## src/pkg/port_mode_pkg.sv

```systemverilog
// port_mode_pkg: register map, field positions and carrier structs
// assumes a 32-bit AXI4-Lite master with an 8-bit byte address
package port_mode_pkg;
    // ==========================================================
    // port numbering
    localparam int NPORT = 7;
    localparam int PORT_A = 0;
    localparam int PORT_C = 2;
    localparam int PORT_D = 3;
    localparam int PORT_E = 4;
    localparam int PORT_F = 5;
    localparam int PORT_G = 6;
    // ==========================================================
    // register groups: byte address bits 7:5 pick a group
    localparam logic [2:0] GRP_DIR = 3'h0;   // 0x00 + 4*port
    localparam logic [2:0] GRP_CTL = 3'h1;   // 0x20 + 4*(port-E)
    localparam logic [2:0] GRP_DOUT = 3'h2;  // 0x40 + 4*port
    localparam logic [2:0] GRP_DIN = 3'h3;   // 0x60 + 4*port, read only
    localparam logic [2:0] GRP_MMC = 3'h4;   // 0x80 memory map control
    localparam logic [2:0] NCTL = 3'h3;
    localparam logic [2:0] NPORT_IDX = 3'h7;
    localparam logic [7:0] PORT_D_MASK = 8'h0f;
    localparam int MMC_PERIPH_BIT = 7;
    localparam logic [7:0] CFG_RESET = 8'h00;
    localparam logic [1:0] RESP_OKAY = 2'h0;
    localparam logic [1:0] RESP_SLVERR = 2'h2;
    // ==========================================================
    // AXI4-Lite carriers
    typedef struct packed {
        logic awvalid;
        logic [7:0] awaddr;
        logic wvalid;
        logic [31:0] wdata;
        logic [3:0] wstrb;
        logic bready;
        logic arvalid;
        logic [7:0] araddr;
        logic rready;
    } axi_req_t;
    typedef struct packed {
        logic awready;
        logic wready;
        logic bvalid;
        logic [1:0] bresp;
        logic arready;
        logic rvalid;
        logic [31:0] rdata;
        logic [1:0] rresp;
    } axi_rsp_t;
endpackage

```

## src/rtl/port_mode_mux.sv

```systemverilog
// port_mode_mux: per-pin mode selection for seven general ports
// assumes pins and logic-array terms are synchronous to core_clk and
// programming-time settings are static inputs held by the config store
//
// The register addresses and the AXI4-Lite interface to the registers were left to the implementer.
`timescale 1ns/1ps

// How it works
// [RQ1] cleared control bit gives host-mapped I/O
// [RQ2] host output pin driven from data out
// [RQ3] host read returns live pin level
// [RQ4] ports without control default host I/O
// [RQ5] array mode drives on term or direction
// [RQ6] software keeps direction zero on array inputs
// [RQ7] address out drives on term or dir&ctl
// [RQ8] nibble address assignment per port, 8-bit option; code fixes whole bytes: G high byte (low with bus_8bit), others low byte
// [RQ9] upper address pins feed arrays, strobe latched
// [RQ10] decode inputs are treated as address inputs
// [RQ11] data bus port disables general I/O
// [RQ12] fixed modes static, others software writable
// [RQ13] direction ORed with term on A,B,C,F
// [RQ14] peripheral buffer only with enable bit set
// [RQ15] scan pins on port E, three enables
// [RQ16] host boots internally before address out
// [RQ17] direction one output, zero input, default input
// [RQ18] control one address out, zero host I/O
// [RQ19] peripheral buffer floats without a select
// [RQ20] configuration registers reset to zero
// [RQ21] one output source per pin by mode
module port_mode_mux (
    // clock and reset
    input wire logic core_clk,
    input wire logic rst_n,
    // register bus
    input wire port_mode_pkg::axi_req_t axi_req,
    output port_mode_pkg::axi_rsp_t axi_rsp,
    // host address bus and strobe
    input wire logic [15:0] host_addr,
    input wire logic address_strobe,
    input wire logic bus_8bit,
    // port pins, enable low while driving
    input wire logic [6:0][7:0] pin_in,
    output logic [6:0][7:0] pin_out,
    output logic [6:0][7:0] pin_oe_n,
    // programming-time assignments
    input wire logic [6:0][7:0] array_io_mask,
    input wire logic [6:0][7:0] latch_in_mask,
    input wire logic data_port_en,
    input wire logic [2:0] scan_enable,
    input wire logic [7:0] scan_pin_mask,
    // logic-array terms
    input wire logic [6:0][7:0] array_oe_term,
    input wire logic [6:0][7:0] array_out,
    input wire logic peripheral_select_a,
    input wire logic peripheral_select_b,
    input wire logic [7:0] peri_out,
    input wire logic peri_drive,
    input wire logic [15:0] data_port_out,
    input wire logic data_port_drive,
    input wire logic [7:0] scan_out,
    input wire logic [7:0] scan_drive,
    // towards the logic arrays and host data path
    output logic [6:0][7:0] array_in,
    output logic [15:0] data_port_in,
    output logic memory_map_periph
);

    // ==========================================================
    // state
    typedef struct packed {
        logic [6:0][7:0] dir;
        logic [2:0][7:0] ctl;
        logic [6:0][7:0] dout;
        logic [7:0] mmc;
        logic [15:0] alat;
        logic [6:0][7:0] input_macrocell;
        logic [6:0][7:0] pout;
        logic [6:0][7:0] poe_n;
        logic [6:0][7:0] arr;
        logic [15:0] dpin;
        logic aw_got;
        logic w_got;
        logic [7:0] awaddr;
        logic [7:0] wdata;
        logic wlane;
        port_mode_pkg::axi_rsp_t rsp;
    } state_t;

    state_t st_reg;
    state_t st_next;
    logic [1:0] rst_sync_reg;
    logic rst_core_n;
    logic [6:0][7:0] drv_w;
    logic [6:0][7:0] val_w;
    logic [6:0][7:0] arr_w;
    logic periph_on;
    logic scan_on;

    // ==========================================================
    // reset release through two flops
    always_ff @(posedge core_clk or negedge rst_n) begin
        if (!rst_n) begin
            rst_sync_reg <= 2'h0;
        end else begin
            rst_sync_reg <= {rst_sync_reg[0], 1'b1};
        end
    end
    assign rst_core_n = rst_sync_reg[1];

    // peripheral buffer owns port F only with the enable bit set
    assign periph_on = st_reg.mmc[port_mode_pkg::MMC_PERIPH_BIT]; // see [RQ14]
    // any one of the three enables hands the scan_pin_mask pins of port E to the scan logic
    assign scan_on = |scan_enable; // see [RQ15]

    // ==========================================================
    // per-pin output multiplexer and array input path
    for (genvar p = 0; p < port_mode_pkg::NPORT; p++) begin : g_port
        for (genvar b = 0; b < 8; b++) begin : g_bit
            logic cb;
            logic ab;
            logic d;
            logic oe_t;
            logic drv;
            logic val;
            localparam bit OE_OR = (p <= port_mode_pkg::PORT_C) ||
                                   (p == port_mode_pkg::PORT_F);
            localparam bit LATCH_OK = (p <= port_mode_pkg::PORT_D) ||
                                      (p == port_mode_pkg::PORT_F);
            assign d = st_reg.dir[p][b];
            assign oe_t = array_oe_term[p][b];
            // ports without a control register never enter address out
            if (p >= port_mode_pkg::PORT_E) begin : g_ctl
                assign cb = st_reg.ctl[p-port_mode_pkg::PORT_E][b];
            end else begin : g_noctl
                assign cb = 1'b0; // see [RQ4]
            end
            // latched address bit for this pin
            if (p == port_mode_pkg::PORT_G && b < 8) begin : g_hi
                assign ab = bus_8bit ? st_reg.alat[b] : st_reg.alat[b+8]; // see [RQ8]
            end else begin : g_lo
                assign ab = st_reg.alat[b]; // see [RQ8]
            end
            // lowest priority first, later modes override
            always_comb begin
                // host I/O: direction, ORed with term where wired
                drv = OE_OR ? (d | oe_t) : d; // see [RQ1] see [RQ13] see [RQ17]
                val = st_reg.dout[p][b]; // see [RQ2]
                if (cb) begin
                    // address out needs term or both dir and ctl
                    drv = oe_t | (d & cb); // see [RQ7] see [RQ18]
                    val = ab;
                end
                if (array_io_mask[p][b]) begin
                    // macrocell or chip select output
                    drv = oe_t | d; // see [RQ5] see [RQ6]
                    val = array_out[p][b];
                end
                if (p == port_mode_pkg::PORT_F && periph_on) begin
                    drv = (peripheral_select_a | peripheral_select_b) & peri_drive; // see [RQ19]
                    val = peri_out[b];
                end
                if ((p == port_mode_pkg::PORT_F || p == port_mode_pkg::PORT_G) &&
                    data_port_en) begin
                    // data bus port, general I/O off
                    drv = data_port_drive; // see [RQ11]
                    val = data_port_out[(p-port_mode_pkg::PORT_F)*8+b];
                end
                if (p == port_mode_pkg::PORT_E && scan_on && scan_pin_mask[b]) begin
                    drv = scan_drive[b];
                    val = scan_out[b];
                end
            end
            assign drv_w[p][b] = drv; // see [RQ21]
            assign val_w[p][b] = val;
            // address inputs to both arrays, optionally strobe latched
            assign arr_w[p][b] = (LATCH_OK && latch_in_mask[p][b]) ?
                                 st_reg.input_macrocell[p][b] : pin_in[p][b]; // see [RQ9] see [RQ10]
        end
    end

    // ==========================================================
    // next state: bus slave, configuration, pin registers
    always_comb begin
        logic [2:0] grp;
        logic [2:0] idx;
        logic [7:0] rv;
        logic ok;
        st_next = st_reg;
        grp = 3'h0;
        idx = 3'h0;
        rv = 8'h00;
        ok = 1'b0;
        // pins and array inputs registered every cycle
        st_next.pout = val_w;
        st_next.poe_n = ~drv_w;
        st_next.arr = arr_w;
        st_next.dpin = {pin_in[port_mode_pkg::PORT_G], pin_in[port_mode_pkg::PORT_F]};
        // address latch and input macrocells follow the strobe
        if (address_strobe) begin
            st_next.alat = host_addr;
            st_next.input_macrocell = pin_in; // see [RQ9]
        end
        // write address and data taken in either order
        if (axi_req.awvalid && st_reg.rsp.awready) begin
            st_next.aw_got = 1'b1;
            st_next.awaddr = axi_req.awaddr;
        end
        if (axi_req.wvalid && st_reg.rsp.wready) begin
            st_next.w_got = 1'b1;
            st_next.wdata = axi_req.wdata[7:0];
            st_next.wlane = axi_req.wstrb[0];
        end
        // apply a write once both halves are in
        if (st_reg.aw_got && st_reg.w_got && !st_reg.rsp.bvalid) begin
            grp = st_reg.awaddr[7:5];
            idx = st_reg.awaddr[4:2];
            ok = 1'b1;
            unique case (grp)
                port_mode_pkg::GRP_DIR: begin
                    if (idx < port_mode_pkg::NPORT_IDX) begin
                        if (st_reg.wlane) begin
                            st_next.dir[idx] = (idx == 3'(port_mode_pkg::PORT_D)) ?
                                (st_reg.wdata & port_mode_pkg::PORT_D_MASK) :
                                st_reg.wdata; // see [RQ12]
                        end
                    end else begin
                        ok = 1'b0;
                    end
                end
                port_mode_pkg::GRP_CTL: begin
                    if (idx < port_mode_pkg::NCTL) begin
                        if (st_reg.wlane) begin
                            st_next.ctl[idx] = st_reg.wdata; // see [RQ12] see [RQ16]
                        end
                    end else begin
                        ok = 1'b0;
                    end
                end
                port_mode_pkg::GRP_DOUT: begin
                    if (idx < port_mode_pkg::NPORT_IDX) begin
                        if (st_reg.wlane) begin
                            st_next.dout[idx] = st_reg.wdata;
                        end
                    end else begin
                        ok = 1'b0;
                    end
                end
                port_mode_pkg::GRP_DIN: begin
                    ok = (idx < port_mode_pkg::NPORT_IDX); // writes ignored
                end
                port_mode_pkg::GRP_MMC: begin
                    ok = (idx == 3'h0);
                    if (ok && st_reg.wlane) begin
                        st_next.mmc = st_reg.wdata;
                    end
                end
                default: begin
                    ok = 1'b0;
                end
            endcase
            st_next.aw_got = 1'b0;
            st_next.w_got = 1'b0;
            st_next.rsp.bvalid = 1'b1;
            st_next.rsp.bresp = ok ? port_mode_pkg::RESP_OKAY : port_mode_pkg::RESP_SLVERR;
        end else if (st_reg.rsp.bvalid && axi_req.bready) begin
            st_next.rsp.bvalid = 1'b0;
        end
        // read answer one cycle after the address is taken
        if (axi_req.arvalid && st_reg.rsp.arready) begin
            grp = axi_req.araddr[7:5];
            idx = axi_req.araddr[4:2];
            ok = (idx < port_mode_pkg::NPORT_IDX);
            unique case (grp)
                port_mode_pkg::GRP_DIR: begin
                    rv = ok ? st_reg.dir[idx] : 8'h00;
                end
                port_mode_pkg::GRP_CTL: begin
                    ok = (idx < port_mode_pkg::NCTL);
                    rv = ok ? st_reg.ctl[idx] : 8'h00;
                end
                port_mode_pkg::GRP_DOUT: begin
                    rv = ok ? st_reg.dout[idx] : 8'h00;
                end
                port_mode_pkg::GRP_DIN: begin
                    rv = ok ? pin_in[idx] : 8'h00; // see [RQ3]
                end
                port_mode_pkg::GRP_MMC: begin
                    ok = (idx == 3'h0);
                    rv = ok ? st_reg.mmc : 8'h00;
                end
                default: begin
                    ok = 1'b0;
                end
            endcase
            st_next.rsp.rvalid = 1'b1;
            st_next.rsp.rdata = {24'h000000, rv};
            st_next.rsp.rresp = ok ? port_mode_pkg::RESP_OKAY : port_mode_pkg::RESP_SLVERR;
        end else if (st_reg.rsp.rvalid && axi_req.rready) begin
            st_next.rsp.rvalid = 1'b0;
        end
        // one write and one read in flight at most
        st_next.rsp.awready = !st_next.aw_got && !st_next.rsp.bvalid;
        st_next.rsp.wready = !st_next.w_got && !st_next.rsp.bvalid;
        st_next.rsp.arready = !st_next.rsp.rvalid;
    end

    // ==========================================================
    // state register, everything but poe_n clears at reset
    always_ff @(posedge core_clk or negedge rst_core_n) begin
        if (!rst_core_n) begin
            st_reg <= '0; // see [RQ20]
            st_reg.poe_n <= {7{8'hff}}; // all pins input
        end else begin
            st_reg <= st_next;
        end
    end

    // outputs straight from the state register
    assign axi_rsp = st_reg.rsp;
    assign pin_out = st_reg.pout;
    assign pin_oe_n = st_reg.poe_n;
    assign array_in = st_reg.arr;
    assign data_port_in = st_reg.dpin;
    assign memory_map_periph = st_reg.mmc[port_mode_pkg::MMC_PERIPH_BIT];

endmodule

```

## config.mk

```make
export PLATFORM = sky130hd
export DESIGN_NAME = port_mode_mux
export DESIGN_NICKNAME = d
export VERILOG_FILES = /design/src/pkg/port_mode_pkg.sv /design/src/rtl/port_mode_mux.sv
export SDC_FILE = /design/constraint.sdc
export NUM_CORES = 1
export LEC_CHECK = 0
export BUFFER_PORTS_ARGS = -buffer_cell sky130_fd_sc_hd__buf_2
export CAP_MARGIN = 20
export CORE_UTILIZATION = 25
export DETAILED_ROUTE_END_ITERATION = 6
export GPL_ROUTABILITY_DRIVEN = 1
export HOLD_SLACK_MARGIN = 0.08
export SETUP_SLACK_MARGIN = 0.15
export SLEW_MARGIN = 20
export SYNTH_ARGS = -nofsm -noshare
export SYNTH_HDL_FRONTEND = slang
export SYNTH_SLANG_ARGS = --single-unit
```

## constraint.sdc

```tcl
create_clock -name core_clk -period 17.83 [get_ports core_clk]
set_input_delay 1.783 -clock core_clk [delete_from_list [all_inputs] [get_ports core_clk]]
set_output_delay 1.783 -clock core_clk [all_outputs]
set_load 0.005 [all_outputs]
```

==> results of run 1 <==
[power by group]
group | internal [mW] | switching, mW | leakage (nW)
clock | 0.682 | 0.430 | 0.885
combinational | 0.263 | 0.256 | 4.96
sequential | 1.12 | 0.221 | 5.08
total | 2.07 | 0.907 | 10.9
[how the worst min path moves through the flow]
stage	cells past startpoint	from	slack, ns	to
after floorplan	0	rst_sync_reg[0]	0.33	rst_sync_reg[1]
after global placement	0	rst_sync_reg[0]	0.34	rst_sync_reg[1]
after detailed placement	0	rst_sync_reg[0]	0.34	rst_sync_reg[1]
after CTS	0	rst_sync_reg[0]	0.36	rst_sync_reg[1]
after global routing	0	rst_sync_reg[0]	0.37	rst_sync_reg[1]
final	0	rst_sync_reg[0]	0.35	rst_sync_reg[1]
[synth_stat cells (all sizes together) (3+ instances only)]
master    n
nor3b     4
o21a      9
a222oi    7
buf     248
o31ai     8
a211oi    8
and2      7
o21ai    84
o211ai   12
nand3b    9
nand2    85
a41oi     6
a21oi    49
dfrtp   354
inv      11
mux4     24
nor2     71
o221a     4
or3      12
nor2b     6
mux2i    64
mux2    269
clkbuf   46
nand2b    3
nand4     3
a211o    14
nand3    12
dfstp    56
[cell type report]
class,instances,area (sq um)
Fill cell,7630,51700
Sequential cell,410,10300
Multi-Input combinational cell,822,6730
Timing Repair Buffer,579,2950
Clock buffer,59,1370
Tap cell,969,1210
Clock inverter,33,438
Inverter,11,41.3
Antenna cell,1,2.50
[worst reg2reg max path, stage by stage, from the launching register on]
cell	delay [ns]
dfrtp_1	0.43
nand4b_1	0.31
nor3_1	0.63
nand3_1	0.69
mux2_2	0.49
[per-layer routing]
layer,up-vias,global-route usage
met1,6678,0.204
met2,439,0.298
met5,-,0
met4,6,0.0538
met3,107,0.0279
li1,5809,-
[cell families after synthesis]
family / Yosys count
AOI/OAI and AO/OA: 212
buffers and inverters: 305
DFF: 410
muxes: 357
other: 2
and+or+nand+nor: 226
[per-stage QoR]
stage,utilization,worst slack (ns)
after floorplan,-,5.65
final,0.308,13.99
after detailed placement,0.284,13.33
after CTS,0.308,13.96
after global routing,0.308,13.86
after global placement,0.284,13.28
==> out/qor.yml, run 1 <==
grt:
  grt_pass1_wl_um: 94500
  grt_remaining_overflow: 0
  grt_usage: 0.167
  antenna_found_initial: 10
  grt_pass1_vias: 14100
  grt_max_degree: 149
worst_setup_path:
  crit_type: "in -> reg"
  crit_slowest_cell: "buf_4"
  r2r_cells: 4
  end_kind: "flop"
  endpoint: "axi_rsp[2]"
  reg2reg_setup_slack_ns: 15.15
  required_ns: 18.31
  startpoint: "axi_req[3]"
  crit_family: "buffers and inverters"
  crit_fanout: 35
  crit_path_frequent_cell: "buf_4"
  cp.depth: 8
  reg2reg_from: "axi_rsp[38]"
  startpoint_type: "input port"
  r2r-end: "g_port[1].g_bit[0].d"
  slowest_delay_ns: 0.60
  arrival_ns: 4.32
  crit_chain: "buf_4, buf_4, nor2b_2, buf_4, and2_0, o21ai_0, nand4_1, a22o_1"
  path_buf_inv: 3
final_layout:
  syn2layout_area_growth_pct: 21.5
  fin_nets: 2286
  finalNonFillerCells: 2884
  final_common_cell: "buf_2"
  largest_register_ffs: 128
  drive_above_1_share: 0.539
  layout_common_cells: "buf_2 (563), dfrtp_1 (353), mux2_2 (269)"
  postLayoutCellArea_sq_mm: 0.0231
die:
  dieArea_sq_mm: 0.0771
  coreArea_sq_mm: 0.0748
  start_util: 0.254
  die_height_um: 278
  rows: 100
  die_w_um: 278
  ios: 639
routing:
  ant_nets: 0
  first_iter_violations: 634
  wl_met2_um: 33400
  drc: 0
  wire_per_inst_um: 22.6
  dr.pass1.iters: 5
  via_count: 13000
  met1_length_um: 27200
  routed-wl-met3_um: 2810
  route.final.wire_length_um: 65300
  top_layer_used: "met5"
  avgViaCountPerCell: 4.52
synth:
  avgSynthCellArea_sq_um: 12.6
  ys_seq_area_frac: 0.544
  synth_ff_type: "dfrtp_1"
  synth_largest_area_cell: "dfrtp_1"
  yosys-top-cells-area: "dfrtp_1 (47%), mux2_2 (16%), buf_4 (9.1%), dfstp_2 (7.7%), mux2i_1 (3.4%)"
  yosys.area_share.simple: 0.0572
  synth_top_family_by_area: "multiplexers"
  synth_area_sq_mm: 0.0190
  synth_mux_area_frac: 0.222
  synth_compound_area_frac: 0.0698
  yosys.area.top_type_share: 0.466
  yosysWarnings: 0
  ys_async_sr_fraction: 1.00
  ys_types: 56
  synth-seq-cells: 410
  synthAdderAreaFrac: 0
  synthCells: 1512
  synth_xor_area_frac: 0
  synth_edf_count: 0
cts:
  cts_setup_buffers: 0
  holdBufCountCts: 0
  cts_resized: 0
  cts_root_buffer: "clkbuf_16"
  worstSkewPairLatency_ns: 0.59
  htreeDepth: 2
  clock-sinks: 410
  cts_buffers: 49
  clockBufferDepth: 3
  clk_pin_slew_worst_paths_ns: 0.06
  cts_tree: "done"
worst_hold_path:
  hp-class: "reg -> reg"
sta:
  fmax_ghz: 0.260
  slew_violations: 0
  hold_viol_final: 0
  worst_slew_pin_slew_ns: 1.09
  fin_crit_sh: 0.215
  max_slew_margin: 0.271
  clock_skew_ns: 0.0252
  final-setup-viol-count: 0
  fin_tns_setup_ns: 0
  period_minus_slack_ns: 3.84
  rsz0062_at_grt: "no"
  whs_ns: 0.355
placement:
  place_congestion: 0.870
  dp.cells: 2791
  io_buffers: 565
  hpwl_um: 49300
  placed_area_sq_mm: 0.0213
pwr:
  pwr_density_cell_mw_per_mm2: 129
  p_leak_nw: 10.9
  p_total_mw: 2.98
  ir_drop_mv: 0.0659
flow_run:
  cap_violations: 0
run_status:
  status: "finished, final reports clean"
Power figures use the tool's default switching activity.
==> inputs of run 2 (changes only) <==
clock period = 3.8 ns   (was 17.83 ns; I/O delays follow)
==> out/qor.yml, run 2 (synthesis results as in run 1) <==
routing:
  avgViaCountPerCell: 4.48  # -1.0%
  wl_met2_um: 36200  # +8.4%
  routed-wl-met3_um: 3400  # +21%
  via_count: 14400  # +11%
  wire_per_inst_um: 21.9  # -3.5%
  route.final.wire_length_um: 70500  # +8.0%
  met1_length_um: 28700  # +5.6%
  drc: 0  # unchanged
  dr.pass1.iters: 6  # +1
  ant_nets: 0  # unchanged
  first_iter_violations: 609  # -3.9%
  top_layer_used: "met4"
sta:
  rsz0062_at_grt: "no"
  period_minus_slack_ns: 2.63
  fin_crit_sh: 0.693
  slew_violations: 0  # unchanged
  hold_viol_final: 0  # unchanged
  clock_skew_ns: 0.0271  # +0.00182 ns
  max_slew_margin: 0.270  # -0.000540
  final-setup-viol-count: 0  # unchanged
  fmax_ghz: 0.380
  worst_slew_pin_slew_ns: 1.09  # +0.00484 ns
  final.setup.worst_slack_ns: 1.17  # -12.82 ns
final_layout:
  finalNonFillerCells: 3228  # +12%
  fillers: 7241  # -5.1%
  syn2layout_area_growth_pct: 39.2
  largest_register_ffs: 128  # unchanged
  drive_above_1_share: 0.457  # -0.0827
  fin_nets: 2628  # +15%
  final_common_cell: "buf_2"
  layout_common_cells: "buf_2 (563), dfrtp_1 (352), dlygate4sd3_1 (334)"
cts:
  cts_buffers: 49  # unchanged
  clockBufferDepth: 3  # unchanged
  worstSkewPairLatency_ns: 0.60  # about the same
  cts_resized: 0  # unchanged
  cts_setup_buffers: 0  # unchanged
  clk_pin_slew_worst_paths_ns: 0.06  # about the same
  htreeDepth: 2  # unchanged
  cts_root_buffer: "clkbuf_16"
  cts_tree: "done"
  clock-sinks: 410  # unchanged
grt:
  grt_pass1_vias: 15800  # +12%
  grt_max_degree: 103  # -31%
  grt_remaining_overflow: 0  # unchanged
  antenna_found_initial: 10  # unchanged
  grt_usage: 0.178  # +0.0114
  grt_pass1_wl_um: 102000  # +7.9%
worst_setup_path:
  crit_chain: "nand4b_1, nor3_1, nand3_1, mux2_2"
  startpoint_type: "flop"
  crit_fanout: 12  # -66%
  arrival_ns: 3.09  # -1.23 ns
  end_kind: "flop"
  required_ns: 4.26  # -14.05 ns
  slowest_delay_ns: 0.68  # +0.08 ns
  crit_slowest_cell: "nand3_1"
  startpoint: "axi_rsp[38]"
  reg2reg_from: "axi_rsp[38]"
  crit_type: "reg -> reg"
pwr:
  switching_share: 0.304  # -0.000765
  ir_drop_mv: 0.336  # +410%
  p_comb_frac: 0.203  # +0.029
  cellInternalPower_mw: 9.88  # +380%
  p_leak_nw: 12.4  # +13%
  power_frac_seq: 0.447  # -0.005
  clockPowerShare: 0.350  # -0.024
  pwr_density_cell_mw_per_mm2: 537  # +320%
  switching_power_mw: 4.32  # +380%
die:
  coreArea_sq_mm: 0.0748  # unchanged
  dieArea_sq_mm: 0.0771  # unchanged
  rows: 100  # unchanged
  start_util: 0.254  # unchanged
  ios: 639  # unchanged
  die_w_um: 278  # unchanged
  die_height_um: 278  # unchanged
flow_run:
  cap_violations: 0  # unchanged
worst_hold_path:
  worstHoldStart: "peri_out[0]"
  hp-class: "in -> reg"
placement:
  place_congestion: 0.873  # +0.40%
  place_ws_ns: 0.980  # -12.35 ns
  io_buffers: 565  # unchanged
  dp.cells: 2799  # +0.29%
  hpwl_um: 50400  # +2.2%
run_status:
  status: "finished, final reports clean"
## run 2: through the flow
| step | TNS (ns) | power, mW | util | area [sq um] | hold WS, ns |
|---|---|---|---|---|---|
| floorplan | -68.15 | 7.75 | - | 19100 | 0.0844 |
| global placement | 0 | 8.80 | 0.286 | 21400 | 0.165 |
| detailed placement | 0 | 8.92 | 0.286 | 21400 | 0.168 |
| CTS | 0 | 14.4 | 0.353 | 26400 | 0.0802 |
| global route | 0 | 14.8 | 0.353 | 26400 | 0.119 |
| finish | 0 | 14.2 | 0.353 | 26400 | 0.119 |
## run 2: repair_timing
item / in CTS / in global routing
endpoints found under the setup margin: 0 / 0
endpoints found under the hold margin: 251 / 0
hold buffers: 334 / 0
## run 2: critical path: cells and delay by family, from the launching register on
family	cells	cell delay, ns
AND/OR/NAND/NOR	3	1.61
multiplexers	1	0.49
flip-flops	1	0.41
## run 2: power by group through the flow
stage	registers (mW)	clock network, mW	logic [mW]
2_1_floorplan	5.75	0	2.00
3_3_place_gp	6.39	0	2.42
3_5_place_dp	6.43	0	2.49
4_1_cts	6.36	5.10	2.90
5_1_grt	6.46	5.27	3.12
6_report	6.34	4.97	2.88
## run 2: worst paths after layout
check | slack, ns | end | cells after the start
min in group asynchronous | 0.43 | pin_out[31] | 0
max in group asynchronous | 2.19 | pin_oe_n[33] | 2
worst max-delay path | 1.17 | g_port[0].g_bit[2].d | 4
worst max register to register | 1.17 | g_port[0].g_bit[2].d | 4
worst min register to register | 0.35 | rst_sync_reg[1] | 0
worst min-delay path | 0.12 | pin_out[40] | 3
## run 2: metal layers
| metal | global-route usage | vias up |
|---|---|---|
| li1 | - | 6497 |
| met3 | 0.0312 | 119 |
| met5 | 0 | - |
| met2 | 0.321 | 511 |
| met4 | 0.0629 | 0 |
| met1 | 0.212 | 7320 |
## run 2: final cells by class
type                       count  area, sq um  area share
sequential                   410        10300       0.391
timing repair buffer         921         6420       0.243
clock buffer                  74         1470      0.0557
inverter                      11         41.3     0.00156
antenna                        5         12.5    0.000473
clock inverter                16          225     0.00852
multi-input combinational    822         6730       0.255
tap                          969         1210      0.0458
